===== src/common/rrx_pkg.sv =====
/*
 * rrx_pkg: shared constants and types for the return/reset/rotate execution block.
 * Assumes a 32-bit APB register bus and a core that issues one decoded instruction at a time.
 */
package rrx_pkg;
    localparam int PC_W = 15;
    localparam int SP_W = 4;
    localparam int STACK_DEPTH = 16;
    localparam int FADDR_W = 7;
    // register byte offsets
    localparam logic [7:0] CTRL_OFS = 8'h00;
    localparam logic [7:0] ACC_OFS = 8'h04;
    localparam logic [7:0] STATUS_OFS = 8'h08;
    localparam logic [7:0] INTCTL_OFS = 8'h0c;
    localparam logic [7:0] PWRSTAT_OFS = 8'h10;
    localparam logic [7:0] PC_OFS = 8'h14;
    localparam logic [7:0] SP_OFS = 8'h18;
    // field positions
    localparam int CTRL_EN_BIT = 0;
    localparam int CARRY_BIT = 0;
    localparam int INT_EN_BIT = 7;
    localparam int RST_FLAG_BIT = 2;
    // reset values
    localparam logic CTRL_EN_RST = 1'b1;
    localparam logic RST_FLAG_RST = 1'b1;
    localparam logic [7:0] ACC_RST = 8'h00;
    localparam logic [PC_W-1:0] PC_RST = 15'h0000;
    // cycles from issue to completion of a stack return
    localparam int RET_CYCLES = 2;

    typedef enum logic [2:0] {
        OP_NONE = 3'h0,
        OP_SOFT_RESET = 3'h1,
        OP_RETURN = 3'h2,
        OP_RETINT = 3'h3,
        OP_RETLIT = 3'h4,
        OP_ROTL = 3'h5,
        OP_PUSH = 3'h6
    } rrx_op_type;

    typedef struct packed {
        logic valid;
        rrx_op_type op;
        logic [FADDR_W-1:0] faddr;
        logic dest_file;
        logic [7:0] literal;
        logic [7:0] file_rdata;
        logic [PC_W-1:0] push_pc;
    } rrx_issue_type;

    typedef struct packed {
        logic we;
        logic [FADDR_W-1:0] addr;
        logic [7:0] data;
    } rrx_fwrite_type;

    typedef enum logic [1:0] {
        ST_IDLE = 2'b01,
        ST_POP = 2'b10
    } rrx_state_type;
endpackage


===== src/design/rrx_exec.sv =====
/*
 * rrx_exec: executes software reset, the three stack returns, rotate-left through
 * carry and call pushes, and exposes its state over an APB slave.
 * Assumes the decoder issues only while busy is low and supplies the file operand
 * with the issue; all inputs are on core_clk.
 */
// Functional notes
// - reset instruction pulses device reset, clears flag
// - interrupt return pops stack, loads pc, two cycles
// - interrupt return sets global enable bit seven
// - plain return pops into pc, two cycles
// - literal return loads accumulator and pc, two cycles
// - literal 0 to 255, flags untouched
// - rotate left through carry, bit7 to carry
// - destination bit selects accumulator or file
// - rotate addresses 0-127, one cycle, carry only
`timescale 1ns/1ps
module rrx_exec (
    input wire logic core_clk,
    input wire logic rstn,
    input wire logic ce,
    input wire rrx_pkg::rrx_issue_type issue,
    output rrx_pkg::rrx_fwrite_type fwrite,
    output logic [rrx_pkg::PC_W-1:0] pc_q_out,
    output logic pc_load,
    output logic [7:0] acc,
    output logic carry,
    output logic global_interrupt_enable,
    output logic reset_instruction_flag,
    output logic soft_reset,
    output logic busy,
    output logic done,
    input wire logic psel,
    input wire logic penable,
    input wire logic pwrite,
    input wire logic [7:0] paddr,
    input wire logic [31:0] pwdata,
    output logic [31:0] prdata,
    output logic pready,
    output logic pslverr
);
    import rrx_pkg::*;

    typedef struct packed {
        rrx_state_type st;
        logic busy;
        logic ret_int_en;
        logic en;
        logic [SP_W-1:0] sp;
        logic [PC_W-1:0] pc;
        logic pc_load;
        logic [7:0] acc;
        logic carry;
        logic int_en;
        logic rst_flag;
        logic soft_reset;
        logic done;
        rrx_fwrite_type fw;
        logic [31:0] prdata;
        logic pready;
        logic pslverr;
    } rrx_regs_type;

    rrx_regs_type r_q;
    rrx_regs_type r_d;

    logic mem_we;
    logic mem_re;
    logic [SP_W-1:0] mem_raddr;
    logic [PC_W-1:0] mem_rdata;
    logic take;
    logic apb_wr;
    logic mapped;
    logic [31:0] rd_val;
    logic [8:0] rot;

    assign take = issue.valid && r_q.en && (r_q.st == ST_IDLE);
    assign mem_we = take && (issue.op == OP_PUSH);
    assign mem_re = take && (issue.op inside {OP_RETURN, OP_RETINT, OP_RETLIT});
    // pop reads the entry just below the pointer
    assign mem_raddr = r_q.sp - 4'h1;
    // old carry into bit 0, old bit 7 out as new carry
    assign rot = {issue.file_rdata, r_q.carry};

    rrx_stack_mem u_stack (
        .core_clk(core_clk),
        .ce(ce),
        .we(mem_we),
        .waddr(r_q.sp),
        .wdata(issue.push_pc),
        .re(mem_re),
        .raddr(mem_raddr),
        .rdata(mem_rdata)
    );

    always_comb begin
        mapped = 1'b1;
        rd_val = 32'h0000_0000;
        case (paddr)
            CTRL_OFS: rd_val[CTRL_EN_BIT] = r_q.en;
            ACC_OFS: rd_val[7:0] = r_q.acc;
            STATUS_OFS: rd_val[CARRY_BIT] = r_q.carry;
            INTCTL_OFS: rd_val[INT_EN_BIT] = r_q.int_en;
            PWRSTAT_OFS: rd_val[RST_FLAG_BIT] = r_q.rst_flag;
            PC_OFS: rd_val[PC_W-1:0] = r_q.pc;
            SP_OFS: rd_val[SP_W-1:0] = r_q.sp;
            default: mapped = 1'b0;
        endcase
    end

    assign apb_wr = psel && penable && r_q.pready && pwrite && mapped;

    always_comb begin
        r_d = r_q;
        r_d.soft_reset = 1'b0;
        r_d.done = 1'b0;
        r_d.pc_load = 1'b0;
        r_d.fw.we = 1'b0;
        // apb: answer one cycle into the access phase
        r_d.pready = psel && penable && !r_q.pready;
        if (psel && penable && !r_q.pready) begin
            r_d.prdata = pwrite ? 32'h0000_0000 : rd_val;
            r_d.pslverr = !mapped;
        end else begin
            r_d.pslverr = 1'b0;
        end
        if (apb_wr) begin
            case (paddr)
                CTRL_OFS: r_d.en = pwdata[CTRL_EN_BIT];
                ACC_OFS: r_d.acc = pwdata[7:0];
                STATUS_OFS: r_d.carry = pwdata[CARRY_BIT];
                INTCTL_OFS: r_d.int_en = pwdata[INT_EN_BIT];
                PWRSTAT_OFS: r_d.rst_flag = pwdata[RST_FLAG_BIT];
                default: r_d.en = r_q.en;
            endcase
        end
        // instruction effects come after software writes so hardware wins
        case (r_q.st)
            ST_IDLE: begin
                if (take) begin
                    case (issue.op)
                        OP_SOFT_RESET: begin
                            // device reset request, flag cleared, no arithmetic flags
                            r_d.soft_reset = 1'b1;
                            r_d.rst_flag = 1'b0;
                            r_d.done = 1'b1;
                        end
                        OP_RETURN, OP_RETINT: begin
                            r_d.st = ST_POP;
                            r_d.ret_int_en = (issue.op == OP_RETINT);
                            r_d.sp = r_q.sp - 4'h1;
                        end
                        OP_RETLIT: begin
                            // any 8-bit literal accepted; carry untouched
                            r_d.acc = issue.literal;
                            r_d.st = ST_POP;
                            r_d.ret_int_en = 1'b0;
                            r_d.sp = r_q.sp - 4'h1;
                        end
                        OP_ROTL: begin
                            r_d.carry = rot[8];
                            r_d.done = 1'b1;
                            if (issue.dest_file) begin
                                r_d.fw.we = 1'b1;
                                r_d.fw.addr = issue.faddr;
                                r_d.fw.data = rot[7:0];
                            end else begin
                                r_d.acc = rot[7:0];
                            end
                        end
                        OP_PUSH: begin
                            r_d.sp = r_q.sp + 4'h1;
                            r_d.done = 1'b1;
                        end
                        default: r_d.done = 1'b0;
                    endcase
                end
            end
            ST_POP: begin
                // second cycle: popped entry lands in pc
                r_d.pc = mem_rdata;
                r_d.pc_load = 1'b1;
                r_d.done = 1'b1;
                r_d.st = ST_IDLE;
                if (r_q.ret_int_en) begin
                    r_d.int_en = 1'b1;
                end
            end
            default: r_d.st = ST_IDLE;
        endcase
        // registered so that busy leaves a flip-flop directly
        r_d.busy = (r_d.st == ST_POP);
    end

    always_ff @(posedge core_clk or negedge rstn) begin
        if (!rstn) begin
            r_q <= '0;
            r_q.st <= ST_IDLE;
            r_q.en <= CTRL_EN_RST;
            r_q.rst_flag <= RST_FLAG_RST;
            r_q.acc <= ACC_RST;
            r_q.pc <= PC_RST;
        end else if (ce) begin
            r_q <= r_d;
        end
    end

    assign fwrite = r_q.fw;
    assign pc_q_out = r_q.pc;
    assign pc_load = r_q.pc_load;
    assign acc = r_q.acc;
    assign carry = r_q.carry;
    assign global_interrupt_enable = r_q.int_en;
    assign reset_instruction_flag = r_q.rst_flag;
    assign soft_reset = r_q.soft_reset;
    assign busy = r_q.busy;
    assign done = r_q.done;
    assign prdata = r_q.prdata;
    assign pready = r_q.pready;
    assign pslverr = r_q.pslverr;
endmodule


===== src/design/rrx_stack_mem.sv =====
/*
 * rrx_stack_mem: return-address store, one write port and one read port.
 * Read data come out of a register one cycle after the read enable; ce freezes it.
 */
`timescale 1ns/1ps
module rrx_stack_mem (
    input wire logic core_clk,
    input wire logic ce,
    input wire logic we,
    input wire logic [rrx_pkg::SP_W-1:0] waddr,
    input wire logic [rrx_pkg::PC_W-1:0] wdata,
    input wire logic re,
    input wire logic [rrx_pkg::SP_W-1:0] raddr,
    output logic [rrx_pkg::PC_W-1:0] rdata
);
    import rrx_pkg::*;

    logic [PC_W-1:0] mem [STACK_DEPTH];

    always_ff @(posedge core_clk) begin
        if (ce && we) begin
            mem[waddr] <= wdata;
        end
        if (ce && re) begin
            rdata <= mem[raddr];
        end
    end
endmodule


===== config.mk =====
export PLATFORM = sky130hd
export DESIGN_NAME = rrx_exec
export DESIGN_NICKNAME = d
export VERILOG_FILES = /design/src/common/rrx_pkg.sv /design/src/design/rrx_exec.sv /design/src/design/rrx_stack_mem.sv
export SDC_FILE = /design/constraint.sdc
export NUM_CORES = 1
export LEC_CHECK = 0
export BUFFER_PORTS_ARGS = -buffer_cell sky130_fd_sc_hd__clkbuf_2
export CAP_MARGIN = 10
export CORE_ASPECT_RATIO = 0.5
export CORE_MARGIN = 1
export CORE_UTILIZATION = 58
export DETAILED_ROUTE_END_ITERATION = 8
export PLACE_DENSITY = 0.76
export SYNTH_ARGS = -nofsm -noshare
export SYNTH_HDL_FRONTEND = slang
export SYNTH_SLANG_ARGS = --single-unit
export TNS_END_PERCENT = 10

===== constraint.sdc =====
create_clock -name core_clk -period 7.9 [get_ports core_clk]
set_clock_uncertainty 0.05 [all_clocks]
set_input_delay 0.79 -clock core_clk [delete_from_list [all_inputs] [get_ports core_clk]]
set_output_delay 0.79 -clock core_clk [all_outputs]
set_load 0.005 [all_outputs]

# After elaboration in Yosys (flattened, before gate mapping)
# Memories as Yosys holds them, arrays and structs flattened. A register that Yosys moved wholly into a read port is not among the register bits.
# Cells that the tools add are included.
# totals
ff_bits,88
ramBits,240
in_bits,89
out_inout_bits,80
wordCells,102
memories,1
# memory_table
memory,depth,word_bits,read_ports,rd_ports_with_merged_regs,wr,line,source
u_stack.mem,16,15,1,1,1,rrx_stack_mem.sv:18,logic [PC_W-1:0] mem [STACK_DEPTH];
# classes
addsub,2
eq_ne,15
n_mux,38
reduce_logical,27
# op_table
operator,count
$mux W16,3
$eq A8 B5 Y1 const B,3
$mux W19,1
$mux W9,2
$eq A8 B4 Y1 const B,2
$mux W8,2
$pmux W8 S2,1
$mux W15,1
$mux W1,12
$logic_and A1 B1 Y1,11
$mux W11,1
$mux W2,5
$eq A3 B3 Y1 const B,3
$pmux W1 S3,3
$eq A8 B3 Y1 const B,1
$logic_not A8 Y1,1
$pmux W4 S2,1
$reduce_and A4 Y1,2
$mux W7,1
$reduce_or A7 Y1,1
$eq A3 B2 Y1 const B,2
$pmux W3 S2,1
$reduce_or A3 Y1,2
$pmux W1 S5,1
other kinds (14),19

# Depth between registers and ports, before layout
# Gate-level depths: netlist (run 1).
# logic_depth
word_depth,9
mapped_depth,9
ltp_nobuf,6

# Cells and area by module
# A second synthesis (run 1) with hierarchy kept.
# unflattened
cells_unflattened,795
hier_area_um2,13704.4
# modules_own_cells
mod,n_inst,cells_per_inst,area_each_um2,seq_area_each_um2
rrx_stack_mem,1,408,9608.0,7657.3
rrx_exec,1,387,4096.4,1780.5

# Least setup slack after synthesis (run 1)
# Ideal clock, no wire load.
# synth_timing
path_kind,input to register
from,input port ce
to,"memory u_stack.mem[3][0], enable pin"
setup_time_ns,0.406
t_arrival_ns,2.507
required_time_ns,7.444
setup_slack_ns,4.937
path_stages,5
n_path_buf,1
path_cell_list,buf_6 > nand4_1 > nor2_1 > nand2_1 > nor3_1
# synth_via
elab_chain_cells,3
# synth_rtl
element,line,source
start: declaration,rrx_exec.sv:21,"input wire logic ce,"
$logic_and A1 B1 Y1,rrx_stack_mem.sv:21,if (ce && we) begin
$mux W1,rrx_stack_mem.sv:21,
$mux W1 (implied by the code),rrx_stack_mem.sv:22,mem[waddr] <= wdata;
end: declaration,rrx_stack_mem.sv:18,
# Every way passes these cells.

# Final worst setup path (run 1)
# layout_timing
from,register r_q[79] in the netlist's numbering
to,"register u_stack.rdata[12] in the netlist's numbering, read port of u_stack.mem (data pin)"
# layout_via
elab_chain_cells,1
# layout_rtl
element,line,source
start: declaration,rrx_exec.sv:64,rrx_regs_type r_q;
start signal: assignment,rrx_exec.sv:204,r_q <= r_d;
$sub A4 B1 Y4,rrx_exec.sv:81,assign mem_raddr = r_q.sp - 4'h1;
end: declaration,rrx_stack_mem.sv:14,output logic [rrx_pkg::PC_W-1:0] rdata
# Every way passes these cells.
# A chain may end at the register's enable or synchronous reset.

==> impl_metrics.env, run 1 <==
export IMPL_ant_nets=0
export IMPL_fin_nets=964
export IMPL_drc=20
export IMPL_synth_cell_type_count=57
export IMPL_track_usage_pct=26.1
export IMPL_outcome="complete, but fails checks"
export IMPL_hold_violations=0
export IMPL_hp_class="input port to asynchronous set/reset pin"
export IMPL_worst_ep_required_time_ns=8.11
export IMPL_cts_resized=0
export IMPL_fin_util_pct=66.6
export IMPL_htreeDepth=1
export IMPL_clk_latency_ns=0.54
export IMPL_synth_top_area_share_pct=55.5
export IMPL_fin_area_um2=15400
export IMPL_cap_violations=0
export IMPL_multi_input_area_um2=3700
export IMPL_cts_hold_buf=0
export IMPL_synth_most_common_cell="edfxtp_1"
export IMPL_preCtsSetupSlack_ns=4.27
export IMPL_final_setup_tns_ns=0
export IMPL_synthCells=779
export IMPL_drive_above_1_share_pct=37.5
export IMPL_min_period_ns=3.59
export IMPL_cts_max_path_buffers=3
export IMPL_violations="design-rule violations"
export IMPL_dp_hpwl_mm=19.0
export IMPL_post_cts_buffers=0
export IMPL_wirelength_mm=31.5
export IMPL_syn_avg_cell_area_um2=17.7
export IMPL_area_growth_pct=11.3
export IMPL_worst_pin_slew_ns=1.02
export IMPL_yosysTopAreaCell="edfxtp_1"
export IMPL_rows=39
export IMPL_fmax_ghz=0.278
export IMPL_grt_max_degree=72
export IMPL_async_flop_share_pct=21.8
export IMPL_grt_pass1_vias=7628
export IMPL_io_buffers=127
export IMPL_io_pins=169
export IMPL_yosysSeqAreaShare_pct=68.4
export IMPL_fin_crit_sh_pct=45.5
export IMPL_drt_iter0_markers=936
export IMPL_antenna_found_initial=0
export IMPL_rsz0062_at_grt="false"
export IMPL_netlist_area_um2=13800
export IMPL_die_h_um=111
export IMPL_start_kind="register"
export IMPL_cts_tree="yes"
export IMPL_vdd_ir_drop_worst_mv=0.205
export IMPL_synthTopCellsByArea="edfxtp_1, dfrtp_1, mux4_2, buf_4, mux2_2"
export IMPL_power_mw=3.38
export IMPL_gp_congestion=0.883
export IMPL_ys_ff_latch=326
export IMPL_setup_worst_path_end_class="register"
export IMPL_hold_slack_ns=0.323
export IMPL_maxSlewHeadroom_pct=31.6
export IMPL_synth_edff_count=255
export IMPL_die_area_um2=24500
export IMPL_grt_pass1_wl_mm=46.8
export IMPL_antenna_cells=0
export IMPL_setup_ws_ns=4.31
export IMPL_vias=7619
export IMPL_netlist_top_cells_count="edfxtp_1, mux4_2, buf_4, dfrtp_1, mux2_2"
export IMPL_vias_per_cell=6.37
export IMPL_drt_first_pass_iters=9
export IMPL_p_per_area_nw_per_um2=220
export IMPL_setup_viol=0
export IMPL_dpl_cell_count=1145
export IMPL_cts_sinks=326
export IMPL_crit_fanout=38
export IMPL_register_area_um2=9440
export IMPL_worst_setup_path_type="register to register"
export IMPL_cts_root_buf="clkbuf_16"
export IMPL_coreArea_um2=23100
export IMPL_initial_core_util_pct=59.8
export IMPL_clk_pin_slew_worst_paths_ns=0.07
export IMPL_place_area_um2=14400
export IMPL_power_leakage_nw=5.75
export IMPL_grt_overflow_total=0
export IMPL_arrival_ns=3.80
export IMPL_die_w_um=220
export IMPL_cts_buffers=28
export IMPL_synth_flop_cell="edfxtp_1"
export IMPL_wl_per_cell_um=26.3
export IMPL_fillers=1451
export IMPL_finalMaxSlewViolations=0
export IMPL_ys_warn_count=0
export IMPL_stdcell_count=1197
[report_power, final]
part	total, mW	leakage [nW]	internal (mW)	switching, mW
Sequential	1.85	3.26	1.85	0.00166
Combinational	0.0924	2.01	0.0309	0.0615
Clock	1.44	0.482	0.832	0.606
Total	3.38	5.75	2.71	0.670
[worst paths after layout]
check                      cells past startpoint              from                end  slack, ns
min in group core_clk                          1  u_stack.rdata[3]        pc_q_out[3]       0.43
min reg2reg                                    1  u_stack.rdata[3]        pc_q_out[3]       0.43
max reg2reg                                    5           r_q[79]  u_stack.rdata[12]       4.31
min                                            1              rstn         fwrite[10]       0.32
max                                            5           r_q[79]  u_stack.rdata[12]       4.31
max in group asynchronous                      1              rstn            r_q[79]       6.78
[cells by family (layout without fill, tap and decap cells)]
| kind of cell | Yosys count | in the layout | synth area share, % |
|---|---|---|---|
| AOI/OAI and AO/OA | 87 | 87 | 4.78 |
| buffers and inverters | 123 | 218 | 5.50 |
| DFF | 326 | 326 | 68.4 |
| other | 1 | 17 | 0.0272 |
| and+or+nand+nor | 106 | 106 | 4.30 |
| adders and majority gates | 7 | 7 | 0.634 |
| muxes | 123 | 123 | 16.0 |
| xor gates and xnor gates | 6 | 6 | 0.381 |
[final cells by class]
type | count | share of cell area (%)
timing repair buffer | 149 | 5.23
clock buffer | 32 | 4.79
tap | 307 | 2.50
inverter | 17 | 0.415
multi-input combinational | 346 | 24.1
sequential | 326 | 61.5
clock inverter | 20 | 1.50
[sequential cells by signal, summed over array words and instances, names as in the netlist]
| signal | cells |
|---|---|
| busy | 1 |
| pready | 1 |
| global_interrupt_enable | 1 |
| u_stack.mem | 240 |
| prdata | 15 |
| u_stack.rdata | 15 |
| carry | 1 |
| pslverr | 1 |
| acc | 8 |
| soft_reset | 1 |
| reset_instruction_flag | 1 |
| fwrite | 16 |
| done | 1 |
| pc_q_out | 15 |
| pc_load | 1 |
| r_q | 8 |
[placed cells by master (no fill, tap or decap), types with 3 or more instances in the layout]
cell / count
a21o_1: 3
a21oi_1: 12
a22o_1: 4
a22o_2: 7
a22oi_1: 7
a31oi_1: 3
and3_1: 4
buf_4: 23
bufinv_16: 5
clkbuf_16: 28
clkbuf_2: 126
clkinv_1: 5
clkinv_2: 9
conb_1: 17
dfrtp_1: 67
dfstp_2: 3
edfxtp_1: 255
ha_1: 6
inv_1: 17
mux2_2: 32
mux2i_1: 16
mux4_2: 75
nand2_1: 29
nand2b_1: 9
nand3_1: 8
nand3b_1: 4
nand4_1: 4
nor2_1: 21
nor3_1: 5
nor3_2: 4
nor4b_1: 3
o21a_1: 3
o21ai_0: 9
o221a_2: 8
o22ai_1: 10
o2bb2ai_1: 9
o31ai_1: 3
xnor2_1: 3
[critical path, stage by stage (launching register included)]
cell	delay, ns
dfrtp_4	0.70
inv_1	0.20
ha_2	0.78
buf_4	0.59
mux4_2	0.43
mux4_2	0.54
[metal layers]
| layer | vias up | global-route usage (%) | routed length, um |
|---|---|---|---|
| met2 | 426 | 41.1 | 15000 |
| li1 | 3181 | - | - |
| met4 | 0 | 6.44 | 667 |
| met1 | 3951 | 38.2 | 13200 |
| met5 | - | 0 | 0 |
| met3 | 61 | 4.66 | 2660 |
Note: power is estimated with default switching activity, not from simulation.
==> inputs of run 2 (changes only) <==
--- a/config.mk
+++ b/config.mk
@@ -9,9 +9,9 @@
 export CAP_MARGIN = 10
 export CORE_ASPECT_RATIO = 0.5
 export CORE_MARGIN = 1
-export CORE_UTILIZATION = 58
+export CORE_UTILIZATION = 52
 export DETAILED_ROUTE_END_ITERATION = 8
-export PLACE_DENSITY = 0.76
+export PLACE_DENSITY = 0.71
 export SYNTH_ARGS = -nofsm -noshare
 export SYNTH_HDL_FRONTEND = slang
 export SYNTH_SLANG_ARGS = --single-unit
==> constraint.sdc (replaced) <==
create_clock -name core_clk -period 3.22 [get_ports core_clk]
set_clock_uncertainty 0.05 [all_clocks]
set_input_delay 0.322 -clock core_clk [delete_from_list [all_inputs] [get_ports core_clk]]
set_output_delay 0.322 -clock core_clk [all_outputs]
set_load 0.005 [all_outputs]
==> run 2 against run 1 <==
Net effect: the flow now finishes without violations; worst setup slack got worse by 3.8 ns; critical path type unchanged; sequential power rose by 150%; total power is 140% higher; highest routed layer unchanged.
==> impl_metrics.env, run 2 (synthesis results as in run 1) <==
export IMPL_cts_resized=0
export IMPL_die_h_um=117
export IMPL_worst_ep_required_time_ns=3.44
export IMPL_htreeDepth=1
export IMPL_wl_per_cell_um=23.9
export IMPL_worst_pin_slew_ns=0.972
export IMPL_drt_iter0_markers=987
export IMPL_area_growth_pct=13.5
export IMPL_hp_class="input port to register"
export IMPL_track_usage_pct=22.6
export IMPL_crit_fanout=6
export IMPL_wirelength_mm=30.1
export IMPL_grtUsageMet2_pct=36.0
export IMPL_rows=41
export IMPL_clk_latency_ns=0.57
export IMPL_start_kind="register"
export IMPL_preCtsSetupSlack_ns=0.596
export IMPL_antenna_cells=0
export IMPL_rsz0062_at_grt="false"
export IMPL_die_w_um=232
export IMPL_setup_worst_path_end_class="register"
export IMPL_setup_viol=0
export IMPL_cts_sinks=326
export IMPL_drive_above_1_share_pct=37.3
export IMPL_vdd_ir_drop_worst_mv=0.398
export IMPL_coreArea_um2=25600
export IMPL_grt_pass1_wl_mm=45.2
export IMPL_initial_core_util_pct=53.8
export IMPL_drc=0
export IMPL_layout_commonest_cell="edfxtp_1"
export IMPL_min_period_ns=2.66
export IMPL_use_met3_pct=3.78
export IMPL_r2r_setup_slack_ns=0.56
export IMPL_largest_reg_flops=240
export IMPL_ant_nets=0
export IMPL_top_usage_layer="met2"
export IMPL_fmax_ghz=0.375
export IMPL_post_cts_buffers=0
export IMPL_final_setup_tns_ns=0
export IMPL_p_per_area_nw_per_um2=522
export IMPL_drt_first_pass_iters=5
export IMPL_cts_buffers=28
export IMPL_grt_overflow_total=0
export IMPL_regMostFlops="u_stack.mem"
export IMPL_clk_pin_slew_worst_paths_ns=0.06
export IMPL_fin_crit_sh_pct=82.7
export IMPL_gp_congestion=0.788
export IMPL_hold_path_startpoint="pwdata[7]"
export IMPL_mostFrequentLayoutCells="edfxtp_1, clkbuf_2, mux4_2, dfrtp_1, buf_4"
export IMPL_grt_max_degree=72
export IMPL_maxSlewHeadroom_pct=34.9
export IMPL_grt_pass1_vias=7451
export IMPL_cap_violations=0
export IMPL_io_pins=169
export IMPL_finalMaxSlewViolations=0
export IMPL_dp_hpwl_mm=19.0
export IMPL_fin_nets=995
export IMPL_die_area_um2=27200
export IMPL_use_met1_pct=32.8
export IMPL_power_leakage_nw=5.87
export IMPL_worst_setup_path_type="register to register"
export IMPL_hold_violations=0
export IMPL_antenna_found_initial=0
export IMPL_cts_root_buf="clkbuf_16"
export IMPL_crit_path_start="r_q[86]"
export IMPL_cts_hold_buf=17
export IMPL_vias_per_cell=5.93
export IMPL_rr_startpoint="r_q[86]"
export IMPL_setup_ws_ns=0.556
export IMPL_vias=7485
export IMPL_cts_tree="yes"
export IMPL_cts_max_path_buffers=3
export IMPL_arrival_ns=2.88
export IMPL_io_buffers=127
export IMPL_outcome="finished, final reports clean"
==> run 2: final cells by class <==
| type | instances | area, um^2 |
|---|---|---|
| multi-input cells | 346 | 3700 |
| well taps | 344 | 430 |
| flip-flops and latches | 326 | 9440 |
| clock buffers | 33 | 719 |
| repair buffers | 180 | 1120 |
| inverters | 17 | 63.8 |
| clock inverters | 16 | 185 |
| fillers | 1830 | 9990 |
==> run 2: report_power, final <==
group	switching, mW	total, mW	internal, mW	leakage [nW]
combinational	0.155	0.247	0.0917	2.17
clock	1.48	3.39	1.91	0.446
sequential	0.00311	4.54	4.54	3.26
total	1.63	8.18	6.54	5.87
==> run 2: critical path, stage by stage, from the launching register on <==
cell and delay [ns]:
dfstp_2 0.53, ha_1 0.24, nand4_1 0.27, nor2_1 0.36, nand2_1 0.19, nor3_2 0.45, buf_4 0.27
==> run 2: layer usage <==
layer	vias up	wire [um]
met2	313	14200
met1	3880	13200
li1	3244	-
met5	-	0
met4	0	727
met3	48	2050
==> run 2: per-stage QoR <==
stage | hold WS, ns | power (mW) | area, um^2 | std cells | util (%)
6_report | 0.0172 | 8.18 | 15700 | 1262 | 61.1
5_1_grt | 0.0149 | 8.41 | 15700 | 1262 | 61.1
4_1_cts | 0.000786 | 8.22 | 15700 | 1262 | 61.1
3_5_place_dp | 0.417 | 4.86 | 14600 | 1196 | 56.9
3_3_place_gp | 0.408 | 4.85 | 14600 | 1196 | 56.9
2_1_floorplan | -0.0236 | 4.75 | 13900 | 795 | -
==> run 2: path summary, 6_finish.rpt <==
check	end	cells after the start
hold reg to reg	fwrite[15]	1
setup / recovery	u_stack.mem[3][1]	6
max in group asynchronous	r_q[79]	2
hold / removal	global_interrupt_enable	2
setup reg to reg	u_stack.mem[3][1]	6
min in group asynchronous	fwrite[15]	2
==> inputs of run 3 (changes only) <==
==> constraint.sdc (replaced) <==
create_clock -name core_clk -period 2.1 [get_ports core_clk]
set_clock_uncertainty 0.05 [all_clocks]
set_input_delay 0.21 -clock core_clk [delete_from_list [all_inputs] [get_ports core_clk]]
set_output_delay 0.21 -clock core_clk [all_outputs]
set_load 0.005 [all_outputs]
==> run 3 against run 2 <==
Net effect: the run now ends with negative setup slack left; clock power rose by 58%; fmax rose by 22%; wire length grew 5.7%; worst setup slack worse by 0.64 ns; hold slack hardly changed.
==> impl_metrics.env, run 3 (synthesis results as in run 1) <==
export IMPL_cts_buffers=28
export IMPL_fin_crit_sh_pct=104
export IMPL_fin_util_pct=64.9
export IMPL_layout_commonest_cell="edfxtp_1"
export IMPL_largest_reg_flops=240
export IMPL_die_w_um=232
export IMPL_crit_fanout=9
export IMPL_grt_pass1_wl_mm=47.1
export IMPL_antenna_found_initial=0
export IMPL_drt_first_pass_iters=5
export IMPL_route_met3_wl_mm=2.23
export IMPL_gp_congestion=0.879
export IMPL_mostFrequentLayoutCells="edfxtp_1, clkbuf_2, mux4_2, dfrtp_1, buf_4"
export IMPL_crit_path_cell_trace="inv_8, ha_4, buf_4, mux4_2, mux4_2"
export IMPL_setup_ws_ns=-0.0833
export IMPL_hold_slack_ns=0.0175
export IMPL_stdcell_count=1324
export IMPL_p_per_area_nw_per_um2=766
export IMPL_vdd_ir_drop_worst_mv=0.507
export IMPL_top_layer_used="met4"
export IMPL_drive_above_1_share_pct=41.5
export IMPL_critical_path_max_stage_delay_ns=0.48
export IMPL_regMostFlops="u_stack.mem"
export IMPL_fmax_ghz=0.458
export IMPL_crit_buf_inv=2
export IMPL_setup_worst_path_end_class="register"
export IMPL_die_area_um2=27200
export IMPL_violations="negative setup slack"
export IMPL_io_pins=169
export IMPL_dpl_cell_count=1237
export IMPL_met2_length_mm=15.0
export IMPL_worst_pin_slew_ns=0.557
export IMPL_drt_iter0_markers=1094
export IMPL_power_leakage_nw=6.25
export IMPL_clk_latency_ns=0.55
export IMPL_rsz0062_at_grt="true"
export IMPL_fin_nets=1054
export IMPL_worst_ep_required_time_ns=2.33
export IMPL_cts_sinks=326
export IMPL_cts_tree="yes"
export IMPL_coreArea_um2=25600
export IMPL_htreeDepth=1
export IMPL_cts_max_path_buffers=3
export IMPL_vias_per_cell=5.82
export IMPL_wl_met1_mm=14.0
export IMPL_antenna_cells=0
export IMPL_vias=7700
export IMPL_arrival_ns=2.41
export IMPL_min_period_ns=2.18
export IMPL_wl_per_cell_um=24.1
export IMPL_maxSlewHeadroom_pct=61.9
export IMPL_area_growth_pct=20.7
export IMPL_initial_core_util_pct=53.8
export IMPL_track_usage_pct=23.9
export IMPL_setup_viol=15
export IMPL_cpMaxStageDelayCell="dfrtp_4"
export IMPL_io_buffers=127
export IMPL_cap_violations=0
export IMPL_worst_setup_path_type="register to register"
export IMPL_die_h_um=117
export IMPL_drc=0
export IMPL_path_delay_family="multiplexers"
export IMPL_wirelength_mm=31.9
export IMPL_clk_pin_slew_worst_paths_ns=0.07
export IMPL_outcome="complete, but fails checks"
export IMPL_hold_violations=0
export IMPL_grt_max_degree=43
export IMPL_fillers=1714
export IMPL_grt_pass1_vias=7747
export IMPL_rows=41
export IMPL_dp_hpwl_mm=20.6
export IMPL_grt_overflow_total=0
export IMPL_hp_class="input port to register"
export IMPL_start_kind="register"
export IMPL_ant_nets=0
export IMPL_cts_root_buf="clkbuf_16"
export IMPL_finalMaxSlewViolations=0
export IMPL_crit_path_frequent_cell="mux4_2"
==> run 3: per-layer routing <==
metal  track usage [%]  up-vias
li1                  -     3375
met1              33.8     3942
met2              38.9      337
met3              4.26       46
met4              5.88        0
met5                 0        -
==> run 3: where the power goes <==
| part | internal, mW | switching (mW) |
|---|---|---|
| combinational | 0.183 | 0.248 |
| clock | 3.08 | 2.28 |
| sequential | 6.96 | 0.00427 |
| total | 10.2 | 2.53 |
==> run 3: path summary, 6_finish.rpt <==
check	startpoint	slack, ns	cells past startpoint	endpoint
min in group asynchronous	rstn	0.09	2	fwrite[14]
worst min register to register	u_stack.rdata[2]	0.43	1	pc_q_out[2]
max in group asynchronous	rstn	1.34	3	pc_q_out[10]
worst max-delay path	r_q[79]	-0.08	5	u_stack.rdata[14]
worst max register to register	r_q[79]	-0.08	5	u_stack.rdata[14]
worst min-delay path	issue[11]	0.02	1	u_stack.mem[7][11]
==> run 3: what timing repair did <==
action / in CTS / in global routing
gates resized for setup: 1 / 7
buffers inserted: 1 / 0
endpoints found under the hold margin: 115 / 0
hold buffers: 33 / 0
gates cloned: 0 / 1
endpoints found under the setup margin: 27 / 225
==> run 3: layout make-up <==
class                      instances  area, um^2  area share, %
clock buffer                      35         768           4.61
clock inverter                    17         185           1.11
inverter                          17        71.3          0.428
multi-input combinational        346        3820           22.9
sequential                       326        9440           56.7
tap                              344         430           2.58
timing repair buffer             239        1940           11.6
==> run 3: per-stage QoR <==
stage                     area (um^2)  TNS, ns  total power [mW]  setup slack, ns
after global routing            16700    -1.51              13.1           -0.124
final                           16700   -0.846              12.8          -0.0833
after floorplan                 14100    -6.50              7.28           -0.193
after global placement          15300   -0.496              7.46          -0.0773
after detailed placement        15300   -0.739              7.48          -0.0874
after CTS                       16600   -0.905              12.8          -0.0914
